File: src/rtl/spi_port_pkg.sv
`default_nettype none

package spi_port_pkg;

   // ****************************************
   // Register map
   // ****************************************
   localparam logic [7:0] DATA_OFFSET = 8'hf7;   // Serial data register
   localparam logic [7:0] CTRL_OFFSET = 8'hf8;   // Serial control register
   localparam logic [7:0] DATA_RESET  = 8'h00;   // Data register after reset
   localparam logic [7:0] CTRL_RESET  = 8'h04;   // Control register after reset

   // ****************************************
   // Control field positions
   // ****************************************
   localparam int DONE_BIT    = 7;   // Transfer done flag
   localparam int WRITE_COLLISION_FLAG_BIT    = 6;   // Write collision flag
   localparam int IFACE_BIT   = 5;   // Interface select
   localparam int MASTER_BIT  = 4;   // Master select
   localparam int CLOCK_IDLE_LEVEL_BIT    = 3;   // Clock idle level
   localparam int CLOCK_PHASE_SELECT_BIT    = 2;   // Clock phase select
   localparam int RATE_HI_BIT = 1;   // Rate select high
   localparam int RATE_LO_BIT = 0;   // Rate select low, slave-select readback

   // ****************************************
   // Byte framing counts
   // ****************************************
   localparam logic [3:0] BYTE_BITS = 4'h8;   // Bits per byte
   localparam logic [3:0] LAST_EDGE = 4'hf;   // Sixteenth clock edge of a master byte

   // ****************************************
   // Synchroniser lane positions
   // ****************************************
   localparam int PIN_SCLK = 0;   // Serial clock line in
   localparam int PIN_MOSI = 1;   // Master-out line in
   localparam int PIN_MISO = 2;   // Master-in line in
   localparam int PIN_SS   = 3;   // Slave select in, active low

   // Master sequencer states, Gray along idle to run
   typedef enum logic [1:0] {
      ST_IDLE = 2'b00,
      ST_RUN  = 2'b01
   } xfer_state_t;

endpackage : spi_port_pkg

`default_nettype wire

File: src/rtl/rate_if.sv
`default_nettype none

// Bundle between the port and its bit-rate divider
interface rate_if;
   logic       run;    // Divider counts while high
   logic [1:0] rate;   // Rate select code
   logic       tick;   // One-cycle pulse at each half period
   modport gen (input run, input rate, output tick);
   modport ctl (output run, output rate, input tick);
endinterface : rate_if

`default_nettype wire

File: src/rtl/rate_divider.sv
`default_nettype none

module rate_divider #(
   parameter int CNT_W = 4                    // Wide enough for the slowest half period
) (
   input  wire logic i_clk,
   input  wire logic i_rst,
   rate_if.gen       rif
);

   // ****************************************
   // Half-period divider
   // ****************************************
   logic [CNT_W-1:0] cnt_ff;      // Cycles into the current half period
   logic [CNT_W-1:0] nxt_cnt;     // Next count
   logic [CNT_W-1:0] limit;       // Last count of a half period

   // Half period is 2^code core cycles, so a full period divides by 2, 4, 8 or 16
   function automatic logic [CNT_W-1:0] half_limit(input logic [1:0] code);
      return CNT_W'((1 << code) - 1);
   endfunction : half_limit

   // Next count and the tick
   always_comb begin
      limit    = half_limit(rif.rate);
      rif.tick = rif.run && (cnt_ff == limit);
      if (!rif.run || rif.tick) begin
         nxt_cnt = '0;   // Restart so every burst begins with a full half period
      end else begin
         nxt_cnt = cnt_ff + 1'b1;
      end
   end

   // Count register
   always_ff @(posedge i_clk or posedge i_rst) begin
      if (i_rst) begin
         cnt_ff <= '0;
      end else begin
         cnt_ff <= nxt_cnt;
      end
   end

endmodule : rate_divider

`default_nettype wire

File: src/rtl/spi_master_slave_port.sv
// Decided for this implementation: the plain strobed port.
`default_nettype none

module spi_master_slave_port (
   input  wire logic       i_clk,
   input  wire logic       i_rst,
   input  wire logic [7:0] i_addr,
   input  wire logic [7:0] i_wdata,
   input  wire logic       i_wr,
   input  wire logic       i_rd,
   output logic      [7:0] o_rdata,
   input  wire logic       i_sclk,
   output logic            o_sclk,
   output logic            o_sclk_oe,
   input  wire logic       i_mosi,
   output logic            o_mosi,
   output logic            o_mosi_oe,
   input  wire logic       i_miso,
   output logic            o_miso,
   output logic            o_miso_oe,
   input  wire logic       i_ss_n,
   output logic            o_transfer_done_flag
);

   // ****************************************
   // Pin synchronisers
   // ****************************************
   logic [3:0] meta_ff;    // First stage, read only by the second
   logic [3:0] sync_ff;    // Pin levels safe for logic
   logic [1:0] prev_ff;    // Delayed clock and select for edge finding

   // Two flops per pin, then one more for the edge detectors
   always_ff @(posedge i_clk or posedge i_rst) begin
      if (i_rst) begin
         meta_ff <= 4'h8;
         sync_ff <= 4'h8;
         prev_ff <= 2'h2;
      end else begin
         meta_ff <= {i_ss_n, i_miso, i_mosi, i_sclk};
         sync_ff <= meta_ff;
         prev_ff <= {sync_ff[spi_port_pkg::PIN_SS], sync_ff[spi_port_pkg::PIN_SCLK]};
      end
   end

   // ****************************************
   // State registers
   // ****************************************
   logic [5:0]                ctl_ff;     // Software-owned control bits 5..0
   logic                      done_ff;    // Transfer done flag
   logic                      write_collision_flag_ff;    // Write collision flag
   logic [7:0]                data_ff;    // Last completed received byte
   logic [7:0]                sh_ff;      // Shared shift register
   logic                      out_ff;     // Bit presented on the data output
   spi_port_pkg::xfer_state_t state_ff;   // Master sequencer
   logic [3:0]                edge_ff;    // Master clock edges done
   logic                      sclk_ff;    // Master clock level
   logic [3:0]                scnt_ff;    // Slave bits sampled
   logic [7:0]                rdata_ff;   // Read data, valid the cycle after a read

   logic [5:0]                nxt_ctl;
   logic                      nxt_done;
   logic                      nxt_write_collision_flag;
   logic [7:0]                nxt_data;
   logic [7:0]                nxt_sh;
   logic                      nxt_out;
   spi_port_pkg::xfer_state_t nxt_state;
   logic [3:0]                nxt_edge;
   logic                      nxt_sclk;
   logic [3:0]                nxt_scnt;
   logic [7:0]                nxt_rdata;

   // ****************************************
   // Decoded controls and events
   // ****************************************
   logic       iface_on;    // Serial port owns the pins
   logic       master_on;   // Active as master
   logic       slave_on;    // Active as slave
   logic       clock_idle_level;        // Clock idle level
   logic       clock_phase_select;        // Clock phase
   logic       ss_hi;       // Synchronised select, high means deselected
   logic       ss_rise;     // Select just returned high
   logic       m_ev;        // Master clock edge this cycle
   logic       s_ev;        // Slave clock edge this cycle
   logic       lead;        // The edge is a leading one
   logic       shift_ev;    // Sample edge
   logic       drive_ev;    // Drive edge
   logic       in_bit;      // Serial input for the active role
   logic [7:0] shifted;     // Shift register after this cycle's sample
   logic       busy;        // A byte is under way
   logic       data_wr;     // Software writes the data register
   logic       data_rd;     // Software reads the data register
   logic       ctl_wr;      // Software writes the control register
   logic       done_evt;    // A byte has just completed
   logic [7:0] ctl_view;    // Control register as software reads it

   rate_if rif ();

   // Decodes and edge classification
   always_comb begin
      iface_on  = ctl_ff[spi_port_pkg::IFACE_BIT];
      master_on = iface_on && ctl_ff[spi_port_pkg::MASTER_BIT];
      slave_on  = iface_on && !ctl_ff[spi_port_pkg::MASTER_BIT];
      clock_idle_level      = ctl_ff[spi_port_pkg::CLOCK_IDLE_LEVEL_BIT];
      clock_phase_select      = ctl_ff[spi_port_pkg::CLOCK_PHASE_SELECT_BIT];
      ss_hi     = sync_ff[spi_port_pkg::PIN_SS];
      ss_rise   = ss_hi && !prev_ff[1];
      // Master never looks at the select pin
      m_ev      = (state_ff == spi_port_pkg::ST_RUN) && rif.tick;
      s_ev      = slave_on && !ss_hi
                  && (sync_ff[spi_port_pkg::PIN_SCLK] != prev_ff[0]);
      // Master edges alternate from leading; a slave edge leads when it leaves idle
      lead      = master_on ? !edge_ff[0] : (sync_ff[spi_port_pkg::PIN_SCLK] != clock_idle_level);
      // Phase zero samples on leading, phase one on trailing
      shift_ev  = (m_ev || s_ev) && (lead != clock_phase_select);
      drive_ev  = (m_ev || s_ev) && (lead == clock_phase_select);
      in_bit    = master_on ? sync_ff[spi_port_pkg::PIN_MISO]
                            : sync_ff[spi_port_pkg::PIN_MOSI];
      // Receive enters at the bottom, transmit leaves the top: MSB first
      shifted   = shift_ev ? {sh_ff[6:0], in_bit} : sh_ff;
      busy      = (state_ff == spi_port_pkg::ST_RUN)
                  || (slave_on && !ss_hi && (scnt_ff != 4'h0));
      data_wr   = i_wr && (i_addr == spi_port_pkg::DATA_OFFSET);
      data_rd   = i_rd && (i_addr == spi_port_pkg::DATA_OFFSET);
      ctl_wr    = i_wr && (i_addr == spi_port_pkg::CTRL_OFFSET);
      // In slave mode bit 0 shows the live select level
      ctl_view  = {done_ff, write_collision_flag_ff, ctl_ff[5:1],
                   master_on ? ctl_ff[spi_port_pkg::RATE_LO_BIT] : ss_hi};
      rif.run   = (state_ff == spi_port_pkg::ST_RUN);
      rif.rate  = ctl_ff[spi_port_pkg::RATE_HI_BIT:spi_port_pkg::RATE_LO_BIT];
   end

   // Rate divider for the master clock
   rate_divider #(
      .CNT_W (4)
   ) u_div (
      .i_clk (i_clk),
      .i_rst (i_rst),
      .rif   (rif.gen)
   );

   // ****************************************
   // Next-state logic
   // ****************************************
   always_comb begin
      nxt_ctl   = ctl_ff;
      nxt_done  = done_ff;
      nxt_write_collision_flag  = write_collision_flag_ff;
      nxt_data  = data_ff;
      nxt_sh    = shifted;
      nxt_out   = drive_ev ? sh_ff[7] : out_ff;
      nxt_state = state_ff;
      nxt_edge  = edge_ff;
      nxt_sclk  = sclk_ff;
      nxt_scnt  = scnt_ff;
      nxt_rdata = 8'h00;
      done_evt  = 1'b0;

      // Master sequencer
      case (state_ff)
         spi_port_pkg::ST_IDLE: begin
            nxt_sclk = clock_idle_level;
            nxt_edge = 4'h0;
            // Write starts a burst and presents the MSB ahead of the first edge
            if (data_wr && master_on) begin
               nxt_state = spi_port_pkg::ST_RUN;
               nxt_sh    = i_wdata;
               nxt_out   = i_wdata[7];
            end
         end
         spi_port_pkg::ST_RUN: begin
            if (rif.tick) begin
               nxt_sclk = ~sclk_ff;
               nxt_edge = edge_ff + 4'h1;
               // Sixteen edges make eight full clock periods
               if (edge_ff == spi_port_pkg::LAST_EDGE) begin
                  nxt_state = spi_port_pkg::ST_IDLE;
                  done_evt  = 1'b1;
               end
            end
         end
         default: begin
            nxt_state = spi_port_pkg::ST_IDLE;
         end
      endcase

      // Slave byte tracking
      if (slave_on) begin
         // Phase zero: the byte ends only when select is released
         if (ss_rise && !clock_phase_select && (scnt_ff == spi_port_pkg::BYTE_BITS)) begin
            done_evt = 1'b1;
         end
         if (ss_hi) begin
            nxt_scnt = 4'h0;
         end else if (shift_ev && (scnt_ff != spi_port_pkg::BYTE_BITS)) begin
            // Phase one: the eighth sample ends the byte, select may stay low
            if (clock_phase_select && (scnt_ff == spi_port_pkg::BYTE_BITS - 4'h1)) begin
               done_evt = 1'b1;
               nxt_scnt = 4'h0;
            end else begin
               nxt_scnt = scnt_ff + 4'h1;
            end
         end
         // A write between bytes loads the outgoing byte
         if (data_wr && !busy) begin
            nxt_sh  = i_wdata;
            nxt_out = i_wdata[7];
         end
      end else begin
         nxt_scnt = 4'h0;
      end

      // Control write; flag bits clear when written with zero; a data read also clears done
      if (ctl_wr) begin
         nxt_ctl = i_wdata[5:0];
         if (!i_wdata[spi_port_pkg::DONE_BIT]) begin
            nxt_done = 1'b0;
         end
         if (!i_wdata[spi_port_pkg::WRITE_COLLISION_FLAG_BIT]) begin
            nxt_write_collision_flag = 1'b0;
         end
      end
      if (data_rd) begin
         nxt_done = 1'b0;
      end

      // Completion latches the received byte; a set beats a clear
      if (done_evt) begin
         nxt_done = 1'b1;
         nxt_data = shifted;
      end

      // A write while busy is refused and only flagged
      if (data_wr && busy) begin
         nxt_write_collision_flag = 1'b1;
      end

      // Register read mux, unmapped reads return zero
      if (i_rd) begin
         if (i_addr == spi_port_pkg::DATA_OFFSET) begin
            nxt_rdata = data_ff;
         end else if (i_addr == spi_port_pkg::CTRL_OFFSET) begin
            nxt_rdata = ctl_view;
         end else begin
            nxt_rdata = 8'h00;
         end
      end
   end

   // Register everything
   always_ff @(posedge i_clk or posedge i_rst) begin
      if (i_rst) begin
         ctl_ff   <= spi_port_pkg::CTRL_RESET[5:0];
         done_ff  <= spi_port_pkg::CTRL_RESET[spi_port_pkg::DONE_BIT];
         write_collision_flag_ff  <= spi_port_pkg::CTRL_RESET[spi_port_pkg::WRITE_COLLISION_FLAG_BIT];
         data_ff  <= spi_port_pkg::DATA_RESET;
         sh_ff    <= spi_port_pkg::DATA_RESET;
         out_ff   <= 1'b0;
         state_ff <= spi_port_pkg::ST_IDLE;
         edge_ff  <= 4'h0;
         sclk_ff  <= spi_port_pkg::CTRL_RESET[spi_port_pkg::CLOCK_IDLE_LEVEL_BIT];
         scnt_ff  <= 4'h0;
         rdata_ff <= 8'h00;
      end else begin
         ctl_ff   <= nxt_ctl;
         done_ff  <= nxt_done;
         write_collision_flag_ff  <= nxt_write_collision_flag;
         data_ff  <= nxt_data;
         sh_ff    <= nxt_sh;
         out_ff   <= nxt_out;
         state_ff <= nxt_state;
         edge_ff  <= nxt_edge;
         sclk_ff  <= nxt_sclk;
         scnt_ff  <= nxt_scnt;
         rdata_ff <= nxt_rdata;
      end
   end

   // ****************************************
   // Pin drivers
   // ****************************************
   // With the interface deselected the pins belong to the two-wire block
   always_comb begin
      o_sclk               = sclk_ff;
      o_sclk_oe            = master_on;
      o_mosi               = out_ff;
      o_mosi_oe            = master_on;
      o_miso               = out_ff;
      o_miso_oe            = slave_on && !ss_hi;
      o_rdata              = rdata_ff;
      o_transfer_done_flag = done_ff;
   end

   logic [4:0] gap_ff;       // Cycles since the previous divider tick
   logic [7:0] run_len_ff;   // Cycles into the current burst, zero while idle
   always_ff @(posedge i_clk or posedge i_rst) begin
      if (i_rst) begin
         gap_ff     <= 5'h00;
         run_len_ff <= 8'h00;
      end else begin
         gap_ff     <= (rif.tick || !rif.run) ? 5'h00 : gap_ff + 5'h01;
         run_len_ff <= (state_ff == spi_port_pkg::ST_RUN) ? run_len_ff + 8'h01 : 8'h00;
      end
   end
endmodule : spi_master_slave_port

`default_nettype wire

File: config.mk
export PLATFORM = sky130hd
export DESIGN_NAME = spi_master_slave_port
export DESIGN_NICKNAME = d
export VERILOG_FILES = /design/src/rtl/spi_port_pkg.sv /design/src/rtl/rate_if.sv /design/src/rtl/rate_divider.sv /design/src/rtl/spi_master_slave_port.sv
export SDC_FILE = /design/constraint.sdc
export NUM_CORES = 1
export LEC_CHECK = 0
export ABC_CLOCK_PERIOD_IN_PS = 2200
export CORE_MARGIN = 1
export CORE_UTILIZATION = 56
export CTS_BUF_LIST = sky130_fd_sc_hd__clkbuf_16
export CTS_CLUSTER_SIZE = 28
export DETAILED_ROUTE_END_ITERATION = 8
export DONT_BUFFER_PORTS = 1
export GPL_ROUTABILITY_DRIVEN = 0
export PLACE_DENSITY = 0.7
export SETUP_SLACK_MARGIN = 0.5
export SLEW_MARGIN = 20
export SYNTH_ARGS = -nofsm -noshare
export SYNTH_HDL_FRONTEND = slang
export SYNTH_SLANG_ARGS = --single-unit
File: constraint.sdc
create_clock -name i_clk -period 2.2 [get_ports i_clk]
set_input_delay 0.44 -clock i_clk [delete_from_list [all_inputs] [get_ports i_clk]]
set_output_delay 0.44 -clock i_clk [all_outputs]
set_load 0.02 [all_outputs]
Word-level counts from Yosys, hierarchy flattened
Index checks and enable logic that the tools add are counted.
Storage, ports and cells
  bits in latches: 0
  output and inout port bits: 15
  input bits: 24
  memory bits (writable): 0
  bits in registers: 58
  memories: 0
  ROM bits: 0
Cells by class
  divide/modulo/power cells: 0
  equality and inequality tests: 18
  $lt $le $gt $ge: 0
  bitwise operators: 1
  $add $sub $neg: 4
  shift-type cells: 1
  reductions and logical operators: 39
  $mul: 0
  mux-type cells: 44
Operators with widths (count)
  $mux W8: 8
  $mux W1: 24
  $mux W4: 6
  $logic_and A1 B1 Y1: 20
  $eq A8 B8 Y1 const B: 2
  $add A4 B1 Y4 const B: 3
  $eq A4 B4 Y1 const B: 2
  $pmux W4 S2: 1
  $logic_not A1 Y1: 7
  $mux W2: 3
  $ne A2 B2 Y1 const B: 3
  $reduce_and A2 Y1: 3
  $eq A4 B3 Y1 const B: 1
  $eq A4 B4 Y1: 1
  $ne A4 B4 Y1 const B: 1
  $pmux W2 S2: 1
  $reduce_bool A2 Y1: 2
  $reduce_bool A4 Y1: 1
  $shl A1 B2 Y4 const A: 1
  $sub A4 B2 Y4 const B: 1
  $logic_or A1 B1 Y1: 3
  $ne A1 B1 Y1: 3
  $ne A3 B1 Y1 const B: 1
  $ne A3 B2 Y1 const B: 1
  8 further kinds: 8

Longest topological paths before layout
  depth in word-level cells: 13
  mapped depth: 8
  gate-level depth less buffers: 7

Modules after synthesis
Synthesis repeated with hierarchy kept, for this count alone.
Unflattened totals
  cells, all modules: 201
  area, all modules: 2620.0 µm²
By module, submodules not included
  spi_master_slave_port: cells an instance 177, instances 1, area each 2373.5 µm², sequential area each 1331.3 µm²
  rate_divider: cells an instance 24, instances 1, area each 246.5 µm², sequential area each 100.1 µm²

Worst setup path before layout
No wires, ideal clock.
  path kind: flip-flop to flip-flop
  start point: register ctl_ff[4]
  end point: register data_ff[0]
  stages on the path, launching flop included: 9
  path slack: 36 ps
  data arrival time: 2039 ps
  cells stage by stage: dfrtp_1 nand2b_1 or2_2 inv_1 a211oi_2 nor2_2 buf_6 mux2_4 mux2_4
On the way
  cells in the longest elaborated chain, start to end: 10
  elaborated cells on any way between the ends: 15
  classes of those cells: eq/ne: 1; mux: 6; reduce/logical: 8
RTL lines
  from (decl): line spi_master_slave_port.sv:48  | logic [5:0] ctl_ff;
  from (signal assigned): line spi_master_slave_port.sv:252  | ctl_ff <= spi_port_pkg::CTRL_RESET[5:0];
  from (signal assigned): line spi_master_slave_port.sv:264  | ctl_ff <= nxt_ctl;
  $logic_not A1 Y1 *: line spi_master_slave_port.sv:102  | slave_on = iface_on && !ctl_ff[spi_port_pkg::MASTER_BIT];
  $logic_and A1 B1 Y1 *: line spi_master_slave_port.sv:102
  $logic_and A1 B1 Y1 *
  named net o_miso_oe: line spi_master_slave_port.sv:20  | output logic o_miso_oe,
  $logic_and A1 B1 Y1 *: line spi_master_slave_port.sv:110  | && (sync_ff[spi_port_pkg::PIN_SCLK] != prev_ff[0]);
  $logic_or A1 B1 Y1 *: line spi_master_slave_port.sv:114  | shift_ev = (m_ev || s_ev) && (lead != clock_phase_select);
  $logic_and A1 B1 Y1 *: line spi_master_slave_port.sv:114
  $logic_and A1 B1 Y1: line spi_master_slave_port.sv:194  | end else if (shift_ev && (scnt_ff != spi_port_pkg::BYTE_BITS)) begin
  $mux W1: line spi_master_slave_port.sv:194
  $mux W1: line spi_master_slave_port.sv:192  | if (ss_hi) begin
  $mux W1: line spi_master_slave_port.sv:187  | if (slave_on) begin
  to (signal assigned): line spi_master_slave_port.sv:255  | data_ff <= spi_port_pkg::DATA_RESET;
  to (signal assigned): line spi_master_slave_port.sv:267  | data_ff <= nxt_data;
  to (decl): line spi_master_slave_port.sv:51  | logic [7:0] data_ff;
The timed path passes the listed nets; every way through them passes the cells marked *.
A chain may end at the register's enable or synchronous reset.

Worst setup path after layout
  start point: register u_div.cnt_ff[0]
  end point: register data_ff[2]
On the way
  cells in the longest elaborated chain, start to end: 9
  elaborated cells on any way between the ends: 14
  classes of those cells: eq/ne: 1; mux: 8; reduce/logical: 5
RTL lines
  from (decl): line rate_divider.sv:14  | logic [CNT_W-1:0] cnt_ff;
  from (signal assigned): line rate_divider.sv:39  | cnt_ff <= nxt_cnt;
  $eq A4 B4 Y1 *: line rate_divider.sv:26  | rif.tick = rif.run && (cnt_ff == limit);
  $logic_and A1 B1 Y1 *: line rate_divider.sv:26
  $mux W1 or $logic_and A1 B1 Y1 (tied branches): line spi_master_slave_port.sv:171, spi_master_slave_port.sv:108
  $mux W1 or $logic_or A1 B1 Y1 (tied branches): line spi_master_slave_port.sv:159, spi_master_slave_port.sv:114
  $mux W1 or $logic_and A1 B1 Y1 (tied branches): line spi_master_slave_port.sv:189, spi_master_slave_port.sv:114
  $mux W1 or $logic_and A1 B1 Y1 (tied branches): line spi_master_slave_port.sv:196, spi_master_slave_port.sv:194
  $mux W1: line spi_master_slave_port.sv:194
  $mux W1: line spi_master_slave_port.sv:192
  $mux W1: line spi_master_slave_port.sv:187
Mark *: on every way between the ends. The rest lies on a longest branch, timed or not.

==> flow_summary.toml <==
[status]
outcome = "complete, no violations"

[hold_path]
hp-class = "in -> reg"
min_path_cells = 0

[placement]
dpl.hpwl_um = 3590
dpl_cell_area_mm2 = 0.00267
io_buffers = 0
dp_slack_ps = 82.6

[synthesis]
ys_top_cells_by_area = "dfrtp_1 52%, mux2i_1 7.8%, dfstp_2 4.1%, mux2_2 3.5%, a22o_1 2.4%"
synth_edf_count = 0
synth.net_count = 246
synthCells = 218
synthTopCellsByCount = "53 x dfrtp_1, 20 x mux2i_1, 16 x nor2_1"
synth_top_area_share_pct = 51.9
ys_ff_latch = 57
synth-main-ff-cell = "dfrtp_1"
async_flop_share_pct = 100
synth_area_leader_cell = "dfrtp_1"
yosysWarnings = 0
synth_area_mm2 = 0.00255
synth_cell_type_count = 42
yosysSeqAreaShare_pct = 56.1
yosys.cell_count.top_type = "dfrtp_1"
syn_area_per_cell_um2 = 11.7

[detailed_routing]
vias_per_cell = 5.79
antenna_left = 0
wire_per_inst_um = 20.2
postRouteWirelength_um = 6320
drc = 0
firstDrtPassIters = 4
vias = 1808
drt_first_iter_violations = 229

[finish]
seq_area_mm2 = 0.00143
area_growth_pct = 33.8
final_area_mm2 = 0.00342
filler_cell_count = 241
multi_input_area_mm2 = 0.00125
antennaDiodeCount = 0
drive_above_1_share_pct = 38.5
post-route-util_pct = 78.5
layout.nets = 283

[die]
die_w_um = 69.5
dieHeight_um = 69.5
row_count = 24
io_pins = 39
coreArea_mm2 = 0.00435
die-area_mm2 = 0.00483
start_util_pct = 58.6

[timing]
worst_pin_slew_ps = 709
fin_skew_ps = 7.52
whs_ps = 115
maxSlewHeadroom_pct = 52.7
setup_tns_ps = 0
fmaxAchievable_ghz = 0.478
setup_viol = 0
period_share_pct = 95.1
rsz0062_at_grt = "true"
timing.final.ws_setup_ps = 108
finalHoldViolations = 0
maxSlewViolCount = 0
fin_crit_ps = 2090

[worst_setup_path]
critPathArrivalTime_ps = 2290
required_ps = 2390
critical_path_depth = 7
cpMostUsedCell = "mux2i_1"
cp-end-kind = "register"
slowest_stage = "or4b_4"
cp-start-kind = "register"
path_buf_inv = 1
max_stage_delay_ps = 570
cpLargestDelayFamily = "simple AND/OR/NAND/NOR gates"
crit_type = "reg -> reg"
path_max_fanout = 7
cp_cell_sequence = "or4b_4 > a21oi_4 > a211oi_4 > nor2_4 > buf_6 > mux2i_1 > mux2i_1"
r2r_cells = 7

[power]
powerDensity_mw_per_mm2 = 789
p_leak_nw = 1.55
vdd_ir_drop_max_mv = 0.711

[grt]
grt_pass1_wl_um = 9950
grt.total_usage_pct = 27.9
gr-total-overflow = 0
grt_pass1_vias = 1886
antenna_found_initial = 0
grt_max_degree = 58

[clock_tree]
holdBufCountCts = 0
clk_pin_slew_ps = 50
htree_levels = 3
cts_num_sinks = 57
cts-root-buf = "clkbuf_16"
cts_tree = "yes"
clkLatencyLatePin_ps = 330
cts_made_buffers = 9
clock_path_buffers = 2

[flow_run]
maxCapViolations = 0
-- worst paths after layout --
path | slack (ps) | start | end
max | 110 | u_div.cnt_ff[0] | data_ff[2]
min reg2reg | 350 | meta_ff[1] | sync_ff[1]
min in group asynchronous | 210 | i_rst | sh_ff[4]
min | 110 | i_ss_n | meta_ff[3]
max in group asynchronous | 1470 | i_rst | u_div.cnt_ff[2]
max reg2reg | 110 | u_div.cnt_ff[0] | data_ff[2]
-- cell usage in the layout (no fill, tap or decap), types with 4 or more instances in the layout --
cell / instances
a21oi_1: 9
a22o_1: 7
buf_4: 20
buf_6: 12
clkbuf_16: 9
clkinvlp_4: 4
dfrtp_1: 51
dfstp_2: 4
ha_1: 4
inv_1: 11
mux2_2: 8
mux2i_1: 14
mux2i_2: 4
nand2_1: 9
nor2_1: 14
xnor2_1: 6
xor2_1: 4
-- state kept, by name (all words and copies together) (netlist names) --
register,count
ctl_ff,6
data_ff,8
edge_ff,4
meta_ff,4
o_miso,1
o_rdata,8
o_sclk,1
o_transfer_done_flag,1
prev_ff,2
scnt_ff,4
sh_ff,8
state_ff,1
sync_ff,4
u_div.cnt_ff,4
write_collision_flag_ff,1
-- where the power goes --
| group | switching, mW | total, mW | internal (mW) | leakage (nW) |
|---|---|---|---|---|
| registers | 0.0253 | 1.10 | 1.08 | 0.716 |
| logic | 0.0733 | 0.138 | 0.0651 | 0.673 |
| clock network | 0.478 | 1.46 | 0.979 | 0.156 |
-- logic make-up after synthesis --
family / after synthesis / synth area share [%]
adder cells (fa/ha/maj): 4 / 1.96
AO/OA/AOI/OAI: 29 / 7.25
XOR/XNOR: 11 / 3.77
multiplexers: 31 / 13.1
AND/OR/NAND/NOR: 65 / 13.8
buffers and inverters: 21 / 4.02
flip-flops: 57 / 56.1
-- routing by layer --
metal	vias up	wire length (um)	GRT usage [%]
li1	830	-	-
met1	918	2850	37.9
met4	0	97	7.94
met2	50	3110	43.0
met3	10	254	9.16
met5	-	0	0
-- what timing repair did --
item / 4_1_cts / 5_1_grt
gates cloned: 1 / 0
setup buffers: 15 / 7
endpoints found under the setup margin: 30 / 35
endpoints found under the hold margin: 0 / 0
gates resized for setup: 40 / 17
pin swaps: 17 / 13
-- cell type report --
class | count | area share (%)
Sequential cell | 57 | 42.0
Multi-Input combinational cell | 141 | 36.5
Timing Repair Buffer | 33 | 8.79
Clock buffer | 9 | 6.59
Clock inverter | 7 | 2.53
Tap cell | 52 | 1.90
Inverter | 13 | 1.76
-- stage by stage --
stage,instances,total power [mW]
finish,312,2.70
global route,312,2.77
CTS,305,2.70
detailed placement,273,1.21
global placement,273,1.20
floorplan,218,1.18
Power figures use the tool's default switching activity.
